--- src/verilog/smc_pkg.sv ---
// package for the supply monitor control block: register map, field
// positions, reset values, state codes and the bus capture struct.
// assumes a single 200 MHz bus clock and byte-wide registers.
package smc_pkg;

  // register block base and printed offsets (not word aligned)
  localparam logic [31:0] SMC_BASE = 32'h4007d000;
  localparam logic [31:0] SMC_DETECT_OFS = 32'h4007d000;
  localparam logic [31:0] SMC_WARN_OFS = 32'h4007d001;
  localparam logic [31:0] SMC_REG_OFS = 32'h4007d002;

  // register index inside the block; byte address is four times it
  localparam logic [1:0] SMC_DETECT_IDX = 2'h0;
  localparam logic [1:0] SMC_WARN_IDX = 2'h1;
  localparam logic [1:0] SMC_REG_IDX = 2'h2;
  localparam int SMC_ADDR_BITS = 12;

  // detect/warning control/status field positions and the regulator release ack bit
  localparam int SMC_FLAG_BIT = 7;
  localparam int SMC_ACK_BIT = 6;
  localparam int SMC_IRQ_EN_BIT = 5;
  localparam int SMC_RST_EN_BIT = 4;
  localparam int SMC_SEL_LSB = 0;
  localparam int SMC_ISO_ACK_BIT = 3;

  // reset values
  localparam logic [7:0] SMC_DETECT_RST = 8'h10;
  localparam logic [7:0] SMC_WARN_RST = 8'h00;
  localparam logic [7:0] SMC_REG_RST = 8'h04;

  // trip select codes
  localparam logic [1:0] SMC_DET_LOW = 2'h0;
  localparam logic [1:0] SMC_DET_HIGH = 2'h1;
  localparam logic [1:0] SMC_WARN_LOWEST = 2'h0;
  localparam logic [1:0] SMC_WARN_MID1 = 2'h1;
  localparam logic [1:0] SMC_WARN_MID2 = 2'h2;
  localparam logic [1:0] SMC_WARN_HIGHEST = 2'h3;

  // ahb encodings
  localparam logic [1:0] SMC_HTRANS_NONSEQ = 2'h2;
  localparam int SMC_HPROT_PRIV_BIT = 1;

  // pad retention sequencer states
  typedef enum logic [2:0] {
    SMC_ST_RUN = 3'b000,
    SMC_ST_RET_STOP = 3'b001,
    SMC_ST_POWER_UP = 3'b010,
    SMC_ST_DEEP_STOP = 3'b011,
    SMC_ST_ISO_HOLD = 3'b100
  } smc_state_t;

  // captured address phase of one bus transfer
  typedef struct packed {
    logic valid;
    logic write;
    logic user;
    logic mapped;
    logic [1:0] idx;
  } smc_req_t;

endpackage

--- src/verilog/smc_supply_monitor.sv ---
// supply monitor control: flags, interrupt and reset requests, trip
// selects, pad retention sequencing, and an ahb-lite register slave.
// assumes analog comparators, mode controller and regulator outside.
//
// How it works
// irq enabled, reset disabled: low supply sets flag and raises request
// writing one to the detect acknowledge clears the low-supply flag
// warning request follows the warning flag only while enabled
// writing one to the warning acknowledge clears the warning flag
// warning trip select picks one of four ordered thresholds
// retaining stop holds pads; wakeup or reset releases them at once
// retaining stop wakeup re-enables regulator, waits, then frees logic
// deep stop wakeup keeps pads held until software writes release ack
// deep stop exit through reset pin frees pads without any ack
// user-mode writes are blocked and answered with a bus error
// detection is off in any very-low-power or low-leakage mode
// detect and warning trip selects reset on power-on only, the rest on chip reset
// low-supply flag is read-only status at bit 7
// detect acknowledge is write-only and reads as zero
// detect irq enable at bit 5 requests interrupt while flag is set
// detect reset enable at bit 4 is write-once, forces chip reset
// detect register bits 3 to 2 are reserved and read zero
// detect trip select: 00 low, 01 high, 10 and 11 reserved
// software should write detect register during reset initialisation
// acknowledge clears a flag only when supply is back above trip
// after low-supply reset, chip reset holds until supply recovers
// warning select: 00 lowest, 01 first middle, 10 second middle
// comparator outputs pass a two-stage synchroniser before use
`timescale 1ns/100ps
module smc_supply_monitor (
  input wire logic SYS_CLK_I,               // 200 MHz bus clock
  input wire logic RSTN_I,                  // chip reset not deep stop
  input wire logic POR_RSTN_I,              // power-on-only reset
  input wire logic HSEL_I,                  // ahb slave select
  input wire logic [31:0] HADDR_I,          // ahb address
  input wire logic [1:0] HTRANS_I,          // ahb transfer type
  input wire logic HWRITE_I,                // ahb write
  input wire logic [2:0] HSIZE_I,           // ahb size, word only
  input wire logic [3:0] HPROT_I,           // ahb protection
  input wire logic [31:0] HWDATA_I,         // ahb write data
  input wire logic HREADY_I,                // ahb bus ready
  output logic [31:0] HRDATA_O,             // ahb read data
  output logic HREADYOUT_O,                 // ahb slave ready
  output logic HRESP_O,                     // ahb error response
  input wire logic LOW_SUPPLY_CMP_I,        // supply below detect trip
  input wire logic SUPPLY_WARN_CMP_I,       // supply below warn trip
  input wire logic LOW_POWER_MODE_I,        // very-low-power/leak mode
  input wire logic RET_STOP_ENTER_I,        // entering retaining stop
  input wire logic DEEP_STOP_ENTER_I,       // entering deep stop
  input wire logic WAKEUP_I,                // non-reset wakeup pulse
  input wire logic REG_READY_I,             // regulator in full regulation
  output logic LOW_SUPPLY_IRQ_O,            // detect interrupt request
  output logic SUPPLY_WARN_IRQ_O,           // warning interrupt request
  output logic CHIP_RESET_REQ_O,            // forced chip reset request
  output logic [1:0] LOW_SUPPLY_TRIP_SEL_O, // detect threshold select
  output logic [1:0] SUPPLY_WARN_TRIP_SEL_O,// warning threshold select
  output logic PAD_HOLD_O,                  // pads held in their state
  output logic REG_ENABLE_O,                // regulator control enabled
  output logic LOGIC_RETAIN_O               // logic kept in retention
);

  // synchronised comparator levels
  logic [1:0] cmp_sync;
  wire low_cmp = cmp_sync[0];
  wire warn_cmp = cmp_sync[1];

  // register state
  logic low_supply_flag;
  logic low_supply_irq_en;
  logic low_supply_reset_en;
  logic reset_en_written;
  logic [1:0] low_supply_trip_sel;
  logic supply_warn_flag;
  logic supply_warn_irq_en;
  logic [1:0] supply_warn_trip_sel;
  logic [7:0] regulator_ctrl;
  smc_pkg::smc_req_t req;
  logic err_second;
  smc_pkg::smc_state_t state;
  smc_pkg::smc_state_t next_state;

  // comparators come from the analog side with no clock relation
  smc_sync #(
    .WIDTH(2)
  ) u_cmp_sync (
    .clk_i(SYS_CLK_I),
    .rstn_i(RSTN_I),
    .d_i({SUPPLY_WARN_CMP_I, LOW_SUPPLY_CMP_I}),
    .q_o(cmp_sync)
  );

  // address phase decode
  wire addr_take = HSEL_I & HREADY_I & HTRANS_I[1];
  wire [1:0] addr_idx = HADDR_I[3:2];
  wire addr_in_block = (HADDR_I[smc_pkg::SMC_ADDR_BITS-1:4] == '0)
                       & (HADDR_I[1:0] == 2'h0);
  wire addr_mapped = addr_in_block
                     & (addr_idx != 2'h3);
  wire addr_user = ~HPROT_I[smc_pkg::SMC_HPROT_PRIV_BIT];
  wire user_write = addr_take & HWRITE_I & addr_user;

  // data phase write strobes, only for privileged mapped writes
  wire wr_ok = req.valid & req.write & ~req.user & req.mapped;
  wire wr_detect = wr_ok & (req.idx == smc_pkg::SMC_DETECT_IDX);
  wire wr_warn = wr_ok & (req.idx == smc_pkg::SMC_WARN_IDX);
  wire wr_reg = wr_ok & (req.idx == smc_pkg::SMC_REG_IDX);
  wire [7:0] wdat = HWDATA_I[7:0];

  // detection is forced off in low-power modes, whatever the enables
  wire detect_on = ~LOW_POWER_MODE_I;
  wire low_set = detect_on & low_cmp;
  wire warn_set = detect_on & warn_cmp;

  // an ack only clears once the supply is back above its trip point,
  // and a fresh event in the same cycle wins over the clear
  wire low_ack = wr_detect & wdat[smc_pkg::SMC_ACK_BIT];
  wire low_clr = low_ack & ~low_cmp;
  wire warn_ack = wr_warn & wdat[smc_pkg::SMC_ACK_BIT];
  wire warn_clr = warn_ack & ~warn_cmp;
  wire next_low_flag = low_set | (low_supply_flag & ~low_clr);
  wire next_warn_flag = warn_set | (supply_warn_flag & ~warn_clr);

  // request lines built from flags and enables
  wire next_low_irq = low_supply_irq_en & low_supply_flag;
  wire next_warn_irq = supply_warn_irq_en & supply_warn_flag;
  // reset stays asserted while the comparator still reads low, so the
  // chip is not released into a sagging supply; low-power modes mask only a new detection, not a flag already set
  wire next_reset_req = low_supply_reset_en
                        & (low_supply_flag | low_set);

  // read data mux; ack bits and reserved bits read as zero
  wire [7:0] rd_detect = {low_supply_flag, 1'b0, low_supply_irq_en,
                          low_supply_reset_en, 2'h0,
                          low_supply_trip_sel};
  wire [7:0] rd_warn = {supply_warn_flag, 1'b0, supply_warn_irq_en,
                        3'h0, supply_warn_trip_sel};
  wire [7:0] rd_mux = (addr_idx == smc_pkg::SMC_DETECT_IDX) ? rd_detect :
                      (addr_idx == smc_pkg::SMC_WARN_IDX) ? rd_warn :
                      (addr_idx == smc_pkg::SMC_REG_IDX) ? regulator_ctrl :
                      8'h00;
  wire [7:0] rd_byte = addr_mapped ? rd_mux : 8'h00;

  // isolation release write from software
  wire iso_release_ack = wr_reg & wdat[smc_pkg::SMC_ISO_ACK_BIT];

  // capture the address phase; user writes go into the error answer
  always_ff @(posedge SYS_CLK_I or negedge RSTN_I)
  begin
    if (!RSTN_I)
    begin
      req <= '0;
    end
    else if (HREADY_I)
    begin
      req.valid <= addr_take;
      req.write <= HWRITE_I;
      req.user <= addr_user;
      req.mapped <= addr_mapped;
      req.idx <= addr_idx;
    end
  end

  // read data is registered at the address edge: zero wait states
  always_ff @(posedge SYS_CLK_I or negedge RSTN_I)
  begin
    if (!RSTN_I)
    begin
      HRDATA_O <= 32'h0000_0000;
    end
    else if (addr_take & ~HWRITE_I)
    begin
      HRDATA_O <= {24'h00_0000, rd_byte};
    end
  end

  // two-cycle error answer for a blocked user write
  always_ff @(posedge SYS_CLK_I or negedge RSTN_I)
  begin
    if (!RSTN_I)
    begin
      HREADYOUT_O <= 1'b1;
      HRESP_O <= 1'b0;
      err_second <= 1'b0;
    end
    else if (user_write)
    begin
      HREADYOUT_O <= 1'b0;
      HRESP_O <= 1'b1;
      err_second <= 1'b1;
    end
    else if (err_second)
    begin
      HREADYOUT_O <= 1'b1;
      err_second <= 1'b0;
    end
    else
    begin
      HREADYOUT_O <= 1'b1;
      HRESP_O <= 1'b0;
    end
  end

  // detect control bits: chip reset class
  always_ff @(posedge SYS_CLK_I or negedge RSTN_I)
  begin
    if (!RSTN_I)
    begin
      low_supply_flag <= smc_pkg::SMC_DETECT_RST[smc_pkg::SMC_FLAG_BIT];
      low_supply_irq_en <= smc_pkg::SMC_DETECT_RST[smc_pkg::SMC_IRQ_EN_BIT];
      low_supply_reset_en <=
        smc_pkg::SMC_DETECT_RST[smc_pkg::SMC_RST_EN_BIT];
      reset_en_written <= 1'b0;
    end
    else
    begin
      low_supply_flag <= next_low_flag;
      if (wr_detect)
      begin
        low_supply_irq_en <= wdat[smc_pkg::SMC_IRQ_EN_BIT];
      end
      // only the first write after reset lands
      if (wr_detect & ~reset_en_written)
      begin
        low_supply_reset_en <= wdat[smc_pkg::SMC_RST_EN_BIT];
        reset_en_written <= 1'b1;
      end
    end
  end

  // trip selects live on the power-on-only reset so that a low-supply
  // reset does not fall back to a different threshold
  always_ff @(posedge SYS_CLK_I or negedge POR_RSTN_I)
  begin
    if (!POR_RSTN_I)
    begin
      low_supply_trip_sel <= smc_pkg::SMC_DETECT_RST[1:0];
      supply_warn_trip_sel <= smc_pkg::SMC_WARN_RST[1:0];
    end
    else
    begin
      if (wr_detect)
      begin
        low_supply_trip_sel <= wdat[1:0];
      end
      if (wr_warn)
      begin
        supply_warn_trip_sel <= wdat[1:0];
      end
    end
  end

  // warning control bits
  always_ff @(posedge SYS_CLK_I or negedge RSTN_I)
  begin
    if (!RSTN_I)
    begin
      supply_warn_flag <= smc_pkg::SMC_WARN_RST[smc_pkg::SMC_FLAG_BIT];
      supply_warn_irq_en <= smc_pkg::SMC_WARN_RST[smc_pkg::SMC_IRQ_EN_BIT];
    end
    else
    begin
      supply_warn_flag <= next_warn_flag;
      if (wr_warn)
      begin
        supply_warn_irq_en <= wdat[smc_pkg::SMC_IRQ_EN_BIT];
      end
    end
  end

  // regulator register: plain storage, the ack bit is not kept
  always_ff @(posedge SYS_CLK_I or negedge RSTN_I)
  begin
    if (!RSTN_I)
    begin
      regulator_ctrl <= smc_pkg::SMC_REG_RST;
    end
    else if (wr_reg)
    begin
      regulator_ctrl <= wdat & ~(8'h01 << smc_pkg::SMC_ISO_ACK_BIT);
    end
  end

  // request outputs
  always_ff @(posedge SYS_CLK_I or negedge RSTN_I)
  begin
    if (!RSTN_I)
    begin
      LOW_SUPPLY_IRQ_O <= 1'b0;
      SUPPLY_WARN_IRQ_O <= 1'b0;
      CHIP_RESET_REQ_O <= 1'b0;
    end
    else
    begin
      LOW_SUPPLY_IRQ_O <= next_low_irq;
      SUPPLY_WARN_IRQ_O <= next_warn_irq;
      CHIP_RESET_REQ_O <= next_reset_req;
    end
  end

  // trip select outputs mirror the registers
  always_ff @(posedge SYS_CLK_I or negedge POR_RSTN_I)
  begin
    if (!POR_RSTN_I)
    begin
      LOW_SUPPLY_TRIP_SEL_O <= smc_pkg::SMC_DETECT_RST[1:0];
      SUPPLY_WARN_TRIP_SEL_O <= smc_pkg::SMC_WARN_RST[1:0];
    end
    else
    begin
      LOW_SUPPLY_TRIP_SEL_O <= low_supply_trip_sel;
      SUPPLY_WARN_TRIP_SEL_O <= supply_warn_trip_sel;
    end
  end

  // pad retention sequencer; a reset pin exit is chip reset, which
  // drops straight back to run with pads free and no ack needed
  always_comb
  begin
    next_state = state;
    case (state)
      smc_pkg::SMC_ST_RUN:
      begin
        if (DEEP_STOP_ENTER_I)
        begin
          next_state = smc_pkg::SMC_ST_DEEP_STOP;
        end
        else if (RET_STOP_ENTER_I)
        begin
          next_state = smc_pkg::SMC_ST_RET_STOP;
        end
      end
      smc_pkg::SMC_ST_RET_STOP:
      begin
        if (WAKEUP_I)
        begin
          next_state = smc_pkg::SMC_ST_POWER_UP;
        end
      end
      smc_pkg::SMC_ST_POWER_UP:
      begin
        if (REG_READY_I)
        begin
          next_state = smc_pkg::SMC_ST_RUN;
        end
      end
      smc_pkg::SMC_ST_DEEP_STOP:
      begin
        if (WAKEUP_I)
        begin
          next_state = smc_pkg::SMC_ST_ISO_HOLD;
        end
      end
      smc_pkg::SMC_ST_ISO_HOLD:
      begin
        if (iso_release_ack)
        begin
          next_state = smc_pkg::SMC_ST_RUN;
        end
      end
      default:
      begin
        next_state = smc_pkg::SMC_ST_RUN;
      end
    endcase
  end

  // pads hold only in stop and while waiting for the release ack;
  // retention ends once the regulator reports full regulation
  wire next_hold = (next_state == smc_pkg::SMC_ST_RET_STOP)
                   | (next_state == smc_pkg::SMC_ST_DEEP_STOP)
                   | (next_state == smc_pkg::SMC_ST_ISO_HOLD);
  wire next_reg_en = (next_state != smc_pkg::SMC_ST_RET_STOP)
                     & (next_state != smc_pkg::SMC_ST_DEEP_STOP);
  wire next_retain = (next_state == smc_pkg::SMC_ST_RET_STOP)
                     | (next_state == smc_pkg::SMC_ST_POWER_UP);

  // state and sequencer outputs; reset releases pads at once
  always_ff @(posedge SYS_CLK_I or negedge RSTN_I)
  begin
    if (!RSTN_I)
    begin
      state <= smc_pkg::SMC_ST_RUN;
      PAD_HOLD_O <= 1'b0;
      REG_ENABLE_O <= 1'b1;
      LOGIC_RETAIN_O <= 1'b0;
    end
    else
    begin
      state <= next_state;
      PAD_HOLD_O <= next_hold;
      REG_ENABLE_O <= next_reg_en;
      LOGIC_RETAIN_O <= next_retain;
    end
  end

endmodule

--- src/verilog/smc_sync.sv ---
// two-stage synchroniser, one generate loop over the bits.
// assumes inputs are levels that stay long enough to be sampled.
`timescale 1ns/100ps
module smc_sync #(
  parameter int WIDTH = 2
) (
  input wire logic clk_i,             // bus clock
  input wire logic rstn_i,            // async reset, active low
  input wire logic [WIDTH-1:0] d_i,   // asynchronous levels
  output logic [WIDTH-1:0] q_o        // synchronised levels
);

  logic [WIDTH-1:0] meta;

  // the first stage feeds only the second stage
  for (genvar g = 0; g < WIDTH; g++)
  begin : g_bit
    always_ff @(posedge clk_i or negedge rstn_i)
    begin
      if (!rstn_i)
      begin
        meta[g] <= 1'b0;
        q_o[g] <= 1'b0;
      end
      else
      begin
        meta[g] <= d_i[g];
        q_o[g] <= meta[g];
      end
    end
  end

endmodule

--- config.mk ---
export PLATFORM = sky130hd
export DESIGN_NAME = smc_supply_monitor
export DESIGN_NICKNAME = d
export VERILOG_FILES = /design/src/verilog/smc_pkg.sv /design/src/verilog/smc_supply_monitor.sv /design/src/verilog/smc_sync.sv
export SDC_FILE = /design/constraint.sdc
export NUM_CORES = 1
export LEC_CHECK = 0
export BUFFER_PORTS_ARGS = -buffer_cell sky130_fd_sc_hd__buf_2
export CAP_MARGIN = 15
export CORE_MARGIN = 3
export CORE_UTILIZATION = 44
export CTS_CLUSTER_SIZE = 12
export DETAILED_ROUTE_END_ITERATION = 8
export GPL_TIMING_DRIVEN = 1
export PLACE_DENSITY = 0.83
export SLEW_MARGIN = 20
export SYNTH_ARGS = -nofsm -noshare
export SYNTH_HDL_FRONTEND = slang
export SYNTH_HIERARCHICAL = 1
export SYNTH_SLANG_ARGS = --single-unit
--- constraint.sdc ---
create_clock -name SYS_CLK_I -period 1.5 [get_ports SYS_CLK_I]
set_input_delay 0.15 -clock SYS_CLK_I [delete_from_list [all_inputs] [get_ports SYS_CLK_I]]
set_output_delay 0.15 -clock SYS_CLK_I [all_outputs]
set_load 0.05 [all_outputs]
After elaboration in Yosys (flattened, before gate mapping)

Index checks and enable logic that the tools add are counted.

Input port bits: 86
Output and inout bits: 44
Word-level logic and storage cells: 109
Bits in registers: 51

Mux-type cells: 15
Eq/ne operators: 16
Bitwise gates (word level): 42
Reduce and logical (&&, ||, !) cells: 5

Operator list:

| operator             | number |
|---|---|
| $mux W8              | 4 |
| $and A1 B1 Y1        | 27 |
| $mux W3              | 6 |
| $pmux W3 S5          | 1 |
| $eq A3 B2 Y1 const B | 4 |
| $not A1 Y1           | 9 |
| $logic_not A8 Y1     | 1 |
| $eq A3 B1 Y1 const B | 2 |
| $eq A3 B3 Y1 const B | 2 |
| $logic_not A2 Y1     | 3 |
| $or A1 B1 Y1         | 6 |
| $eq A2 B1 Y1 const B | 2 |
| $eq A2 B2 Y1 const B | 2 |
| $mux W1              | 4 |
| $logic_not A3 Y1     | 1 |
| $ne A3 B1 Y1 const B | 1 |
| $ne A3 B2 Y1 const B | 1 |
| $ne A2 B1 Y1 const B | 1 |
| $ne A2 B2 Y1 const B | 1 |

Longest topological paths before layout

Gate-level depths: netlist (run 1).

Word-level depth: 10
Depth in mapped cells: 4
Depth with buffers taken out: 3

Cells and area by module

The synthesis (run 1) kept the hierarchy.

Modules (own cells, without submodules):

| module             | cells an instance | seq. area each (sq um) | area each (sq um) | times used |
|---|---|---|---|---|
| smc_supply_monitor | 175               | 1156.1                 | 2183.3            | 1 |
| smc_sync           | 4                 | 100.1                  | 100.1             | 1 |

Worst setup path before layout (run 1)

OpenSTA, ideal clock, no wires.

Path kind: register -> register
Start: register req[1] in the netlist's numbering
End: register supply_warn_irq_en
Setup time: 0.125 ns
Period minus slack after synthesis: 1.334 ns
Required time: 1.375 ns
Data arrival time: 1.209 ns
Setup slack: 0.166 ns
Stages on the path, launching flop included: 4
Cells stage by stage: dfrtp_1 nand4b_4 nor3b_4 mux2_2

Longest elaborated chain between the ends: 2

RTL lines:

| item                 | RTL line                  | text |
|---|---|---|
| start, declared      | smc_supply_monitor.sv:77  | `smc_pkg::smc_req_t req;` |
| $eq A2 B1 Y1         | smc_supply_monitor.sv:105 | `wire wr_warn = wr_ok & (req.idx == smc_pkg::SMC_WARN_IDX);` |
| $and A1 B1 Y1        | smc_supply_monitor.sv:105 |  |
| end signal, assigned | smc_supply_monitor.sv:258 | `supply_warn_irq_en <= smc_pkg::SMC_WARN_RST[smc_pkg::SMC_IRQ_EN_BIT];` |
| end signal, assigned | smc_supply_monitor.sv:265 | `supply_warn_irq_en <= wdat[smc_pkg::SMC_IRQ_EN_BIT];` |
| end, declared        | smc_supply_monitor.sv:74  | `logic supply_warn_irq_en;` |

Every way passes these cells.
A chain may end at the register's enable or synchronous reset.

Final worst setup path (run 1)

Start: register req[2] in the netlist's numbering
End: register supply_warn_irq_en

Longest elaborated chain between the ends: 2

RTL lines:

| item          | RTL line                  | text |
|---|---|---|
| $and A1 B1 Y1 | smc_supply_monitor.sv:103 | `wire wr_ok = req.valid & req.write & ~req.user & req.mapped;` |
| $and A1 B1 Y1 | smc_supply_monitor.sv:105 |  |

Every way passes these cells.

==> metrics.yaml, run 1 <==
maxSlewViolCount: 0
final.period_utilization_pct: 94.5
clock_latency_ps: 290
crit_path_start_kind: "register"
end_kind: "register"
synth_top_area_share_pct: 50.4
rsz0062_at_grt: "no"
antenna_cells: 0
cts_sinks: 50
hold_viol: 0
ys_warn_count: 6
ys_types: 38
crit_chain: "nand4b_4 -> nor3b_4 -> mux2_2"
postCtsHoldBufs: 4
vias: 1422
status: "finished, final reports clean"
cts_buffer_depth: 2
ys_async_sr_fraction_pct: 100
power.leakage_nw: 1.39
cts.repair.resized: 0
first_pass_iters: 4
cp.required_ps: 1680
slowest_delay_ps: 430
nets: 327
cts_tree: "done"
synth_common_cells: "46 x dfrtp_1, 26 x buf_4, 17 x mux2_2"
grt_pass1_wl_um: 6800
syn2layout_area_growth_pct: 17.7
std_cell_rows: 25
drt-total-wl_um: 4170
clk_pin_slew_ps: 90
synth_edf_count: 0
grt.total_usage_pct: 14.4
yosysMostFrequentCell: "dfrtp_1"
first_global_vias: 1431
min_path_type: "in -> reg"
gp_congestion: 0.775
die_w_um: 78.0
tns_ps: 0
die_area_um2: 6090
post_drt_wl_per_cell_um: 13.5
min_period_ps: 1420
skew_ps: 11.4
synth_area_um2: 2280
cap_violations: 0
core_um2: 4880
worstSetupPathType: "reg -> reg"
grt_max_degree: 43
max_freq_mhz: 705
path_buf_inv: 0
crit_arrival_ps: 1600
final_layout_size_suffix_gt1_share_pct: 39.7
start_util_pct: 46.8
synth_seq_area_share_pct: 55.0
antenna_found_initial: 0
ys.flop_type: "dfrtp_1"
cts_setup_buffers: 0
ant_nets: 0
worst-path-max-fanout: 4
hpwlAfterDp_um: 3180
cellPowerDensity_nw_per_um2: 1190
cts-root-buf: "clkbuf_8"
cts_max_level: 2
cts_buffers: 5
num_io_pins: 130
p_total_w: 0.00319
drcViolationCount: 0
finalSetupViolations: 0
ys_top_cells_by_area: "dfrtp_1 50%, buf_4 8.5%, mux2_2 8.4%"
nFillCells: 420
viasPerCell: 4.60
ir_worst_vdd_mv: 0.464
drt_iter0_drc: 67
grt.overflow.total: 0
portBuffers: 53
utilization_pct: 55.1
die_h_um: 78.0
yosys.area.top_type: "dfrtp_1"
synth_seq_cells: 50
syn-mean-instance-area_um2: 12.8
synth_cells: 179
cp_slowest_cell: "dfrtp_1"
worst_path_dominant_cell_family: "simple AND/OR/NAND/NOR gates"
==> logic make-up after synthesis <==
kind of cell	synth area share [%]
buffers and inverters	10.4
other	0.164
AO/OA/AOI/OAI	8.88
AND/OR/NAND/NOR	15.0
multiplexers	10.6
flip-flops	55.0
==> worst paths after layout <==
kind	slack, ps	start	cells past startpoint	endpoint
hold / removal	60	HPROT_I[1]	2	req[3]
max in group asynchronous	880	RSTN_I	3	low_supply_reset_en
hold reg to reg	350	u_cmp_sync/meta[1]	0	u_cmp_sync/q_o[1]
setup reg to reg	80	req[2]	3	supply_warn_irq_en
min in group asynchronous	210	POR_RSTN_I	2	LOW_SUPPLY_TRIP_SEL_O[0]
setup / recovery	80	req[2]	3	supply_warn_irq_en
==> registers in the layout, indices dropped and copies added, names as in the netlist, 2 cells and up <==
register / count
low_supply_trip_sel: 2
regulator_ctrl: 7
state: 3
supply_warn_trip_sel: 2
LOW_SUPPLY_TRIP_SEL_O: 2
SUPPLY_WARN_TRIP_SEL_O: 2
u_cmp_sync/meta: 2
HRDATA_O: 7
u_cmp_sync/q_o: 2
req: 6
==> layer usage <==
layer	global-route usage (%)	routed length (um)	vias up
li1	-	-	696
met1	17.6	1770	680
met2	24.1	2090	44
met3	4.70	275	2
met4	5.07	29	0
met5	0	0	-
==> area by class of cell <==
cell class / instances / area [um^2] / area share [%]
clock buffer: 5 / 68.8 / 2.56
clock inverter: 3 / 40.0 / 1.49
inverter: 7 / 26.3 / 0.978
multi-input combinational: 118 / 880 / 32.7
sequential: 50 / 1260 / 46.7
tap: 67 / 83.8 / 3.12
timing repair buffer: 59 / 333 / 12.4
==> cells in the final DEF (no fill, tap or decap), types with 5 or more instances in the layout <==
cell type / synthesis / layout
clkbuf_8: 0 / 5
mux2_2: 17 / 17
conb_1: 1 / 25
nand2_1: 10 / 10
nor2b_1: 5 / 5
inv_1: 7 / 7
o21ai_0: 8 / 8
dfrtp_1: 46 / 46
a21oi_1: 5 / 5
mux2i_1: 5 / 5
buf_2: 1 / 53
==> report_power, final <==
group          leakage [nW]  total, W  internal, W  switching, W
sequential            0.632   0.00158      0.00147      0.000107
combinational         0.699  0.000704     0.000225      0.000479
clock                0.0579  0.000910     0.000491      0.000419
total                  1.39   0.00319      0.00219       0.00101
==> metrics by stage <==
step	cells	setup WS [ps]	hold WS (ps)	instance area (um^2)
finish	309	82.5	57.4	2690
global placement	297	98.2	-8.81	2540
floorplan	203	166	-146	2370
detailed placement	297	86.9	-4.75	2540
CTS	309	67.1	44.9	2690
global route	309	3.81	36.5	2690
Power figures use the tool's default switching activity.
==> run 2: changes to the inputs <==
--- a/config.mk
+++ b/config.mk
@@ -12,7 +12,7 @@
 export CTS_CLUSTER_SIZE = 12
 export DETAILED_ROUTE_END_ITERATION = 8
 export GPL_TIMING_DRIVEN = 1
-export PLACE_DENSITY = 0.83
+export PLACE_DENSITY = 0.8
 export SLEW_MARGIN = 20
 export SYNTH_ARGS = -nofsm -noshare
 export SYNTH_HDL_FRONTEND = slang
==> metrics.yaml, run 2 (synthesized netlist as in run 1, its figures left out) <==
status: "finished, final reports clean"  # unchanged
cts_tree: "done"  # unchanged
gp_congestion: 0.771  # was 0.775
maxSlewViolCount: 0  # unchanged
dp_slack_ps: 60.9  # was 86.9 ps
skew_ps: 6.47  # was 11.4 ps
cts_sinks: 50  # unchanged
seq_power_share_pct: 51.2  # was 49.4%
ir_worst_vdd_mv: 0.515  # was 0.464 mV
max_freq_mhz: 707  # was 705 MHz
die_area_um2: 6090  # unchanged
post_drt_wl_per_cell_um: 13.3  # was 13.5 um
cp_slowest_cell: "dfrtp_1"  # unchanged
drt-total-wl_um: 4140  # was 4170 um
cp.required_ps: 1690  # was 1680 ps
netSwitchingPower_w: 0.00101  # about the same
finalSetupViolations: 0  # unchanged
portBuffers: 53  # unchanged
clock_latency_ps: 300  # was 290 ps
cap_violations: 0  # unchanged
min_path_type: "in -> reg"  # unchanged
r2r_start: "req[1]"  # was req[2]
vias: 1426  # was 1422
cts_setup_buffers: 0  # unchanged
std_cell_rows: 25  # unchanged
clk_pin_slew_ps: 90  # about the same
worstSetupStartpoint: "req[1]"  # was req[2]
grt_max_degree: 21  # was 43
rsz0062_at_grt: "no"  # unchanged
slowest_delay_ps: 380  # was 430 ps
holdCritStartpoint: "HPROT_I[1]"  # unchanged
viasPerCell: 4.60  # about the same
layout_common_cells: "53 x buf_2, 46 x dfrtp_1, 25 x conb_1, 17 x mux2_2, 10 x nand2_1"  # unchanged
drcViolationCount: 0  # unchanged
die_h_um: 78.0  # unchanged
crit_chain: "nand4b_4 -> nor3b_4 -> mux2_2"  # unchanged
cts_buffers: 5  # unchanged
core_um2: 4880  # unchanged
die_w_um: 78.0  # unchanged
start_util_pct: 46.8  # unchanged
grt.overflow.total: 0  # unchanged
top_regs: "HRDATA_O (7), regulator_ctrl (7), req (6)"  # unchanged
drt_iter0_drc: 67  # unchanged
cellPowerDensity_nw_per_um2: 1150  # was 1190 nW/um^2
final_layout_size_suffix_gt1_share_pct: 39.5  # was 39.7%
cts-root-buf: "clkbuf_8"  # unchanged
grt_pass1_wl_um: 7020  # was 6800 um
power.leakage_nw: 1.38  # was 1.39 nW
nets: 328  # was 327
first_global_vias: 1452  # was 1431
first_pass_iters: 4  # unchanged
grt.total_usage_pct: 14.9  # was 14.4%
hold_viol: 0  # unchanged
worstSetupPathType: "reg -> reg"  # unchanged
syn2layout_area_growth_pct: 17.3  # was 17.7%
ant_nets: 0  # unchanged
cts_max_level: 2  # unchanged
p_clk_share_pct: 26.0  # was 28.5%
p_sw_share_pct: 32.7  # was 31.5%
final.period_utilization_pct: 94.3  # was 94.5%
worst-r2r-setup-slack_ps: 90  # was 80 ps
antenna_found_initial: 0  # unchanged
crit_arrival_ps: 1610  # was 1600 ps
final_common_cell: "buf_2"  # unchanged
instances_no_fill: 310  # was 309
fin_ws_ps: 85.5  # was 82.5 ps
end_kind: "register"  # unchanged
antenna_cells: 0  # unchanged
crit_path_start_kind: "register"  # unchanged
tns_ps: 0  # unchanged
worst-path-max-fanout: 4  # unchanged
dp_cells: 298  # was 297
cts_buffer_depth: 2  # unchanged
internal-power_w: 0.00207  # was 0.00219 W
hpwlAfterDp_um: 3220  # was 3180 um
min_period_ps: 1410  # was 1420 ps
num_io_pins: 130  # unchanged
pwr-share-comb_pct: 22.8  # was 22.1%
## run 2: final timing paths
path | endpoint | depth (start not counted)
worst min register to register | u_cmp_sync/q_o[0] | 0
min in group asynchronous | low_supply_trip_sel[1] | 2
max in group asynchronous | regulator_ctrl[2] | 3
worst min-delay path | req[3] | 2
worst max-delay path | supply_warn_trip_sel[0] | 3
worst max register to register | supply_warn_trip_sel[0] | 3
## run 2: metrics by stage
step	hold WS, ps	power [W]	utilization (%)	area, um^2
after global placement	-9.00	0.00228	52.2	2550
after detailed placement	-1.52	0.00230	52.2	2550
final	35.5	0.00308	54.9	2680
after floorplan	-146	0.00216	-	2370
after CTS	27.9	0.00311	54.9	2680
after global routing	27.9	0.00323	54.9	2680
## run 2: worst max-delay path: cells and delay by family, from the launching register on
| kind | cells | cell delay (ps) |
|---|---|---|
| simple gates | 2 | 550 |
| mux | 1 | 380 |
| flops | 1 | 380 |
## run 2: repair_timing
| item | CTS | global route |
|---|---|---|
| hold buffers | 4 | 0 |
| endpoints found under the hold margin | 22 | 0 |
| endpoints found under the setup margin | 0 | 1 |
| gates resized for setup | 0 | 0 |
## run 2: area by class of cell
type,instances,area [um^2]
clock inverter,1,5.00
multi-input combinational,118,880
tap,67,83.8
inverter,7,26.3
clock buffer,7,86.3
sequential,50,1260
fill,422,2200
timing repair buffer,60,340
## run 2: power groups by stage
| stage | registers [W] | logic [W] | clock network (W) |
|---|---|---|---|
| finish | 0.00157 | 0.000701 | 0.000801 |
| global route | 0.00160 | 0.000764 | 0.000871 |
| CTS | 0.00158 | 0.000709 | 0.000825 |
| detailed placement | 0.00160 | 0.000700 | 0 |
| global placement | 0.00159 | 0.000687 | 0 |
| floorplan | 0.00173 | 0.000425 | 0 |
## run 2: metal layers
metal,track usage [%],wire (um)
met3,5.05,329
met4,4.72,56
met2,24.1,1940
met5,0,0
met1,18.8,1810
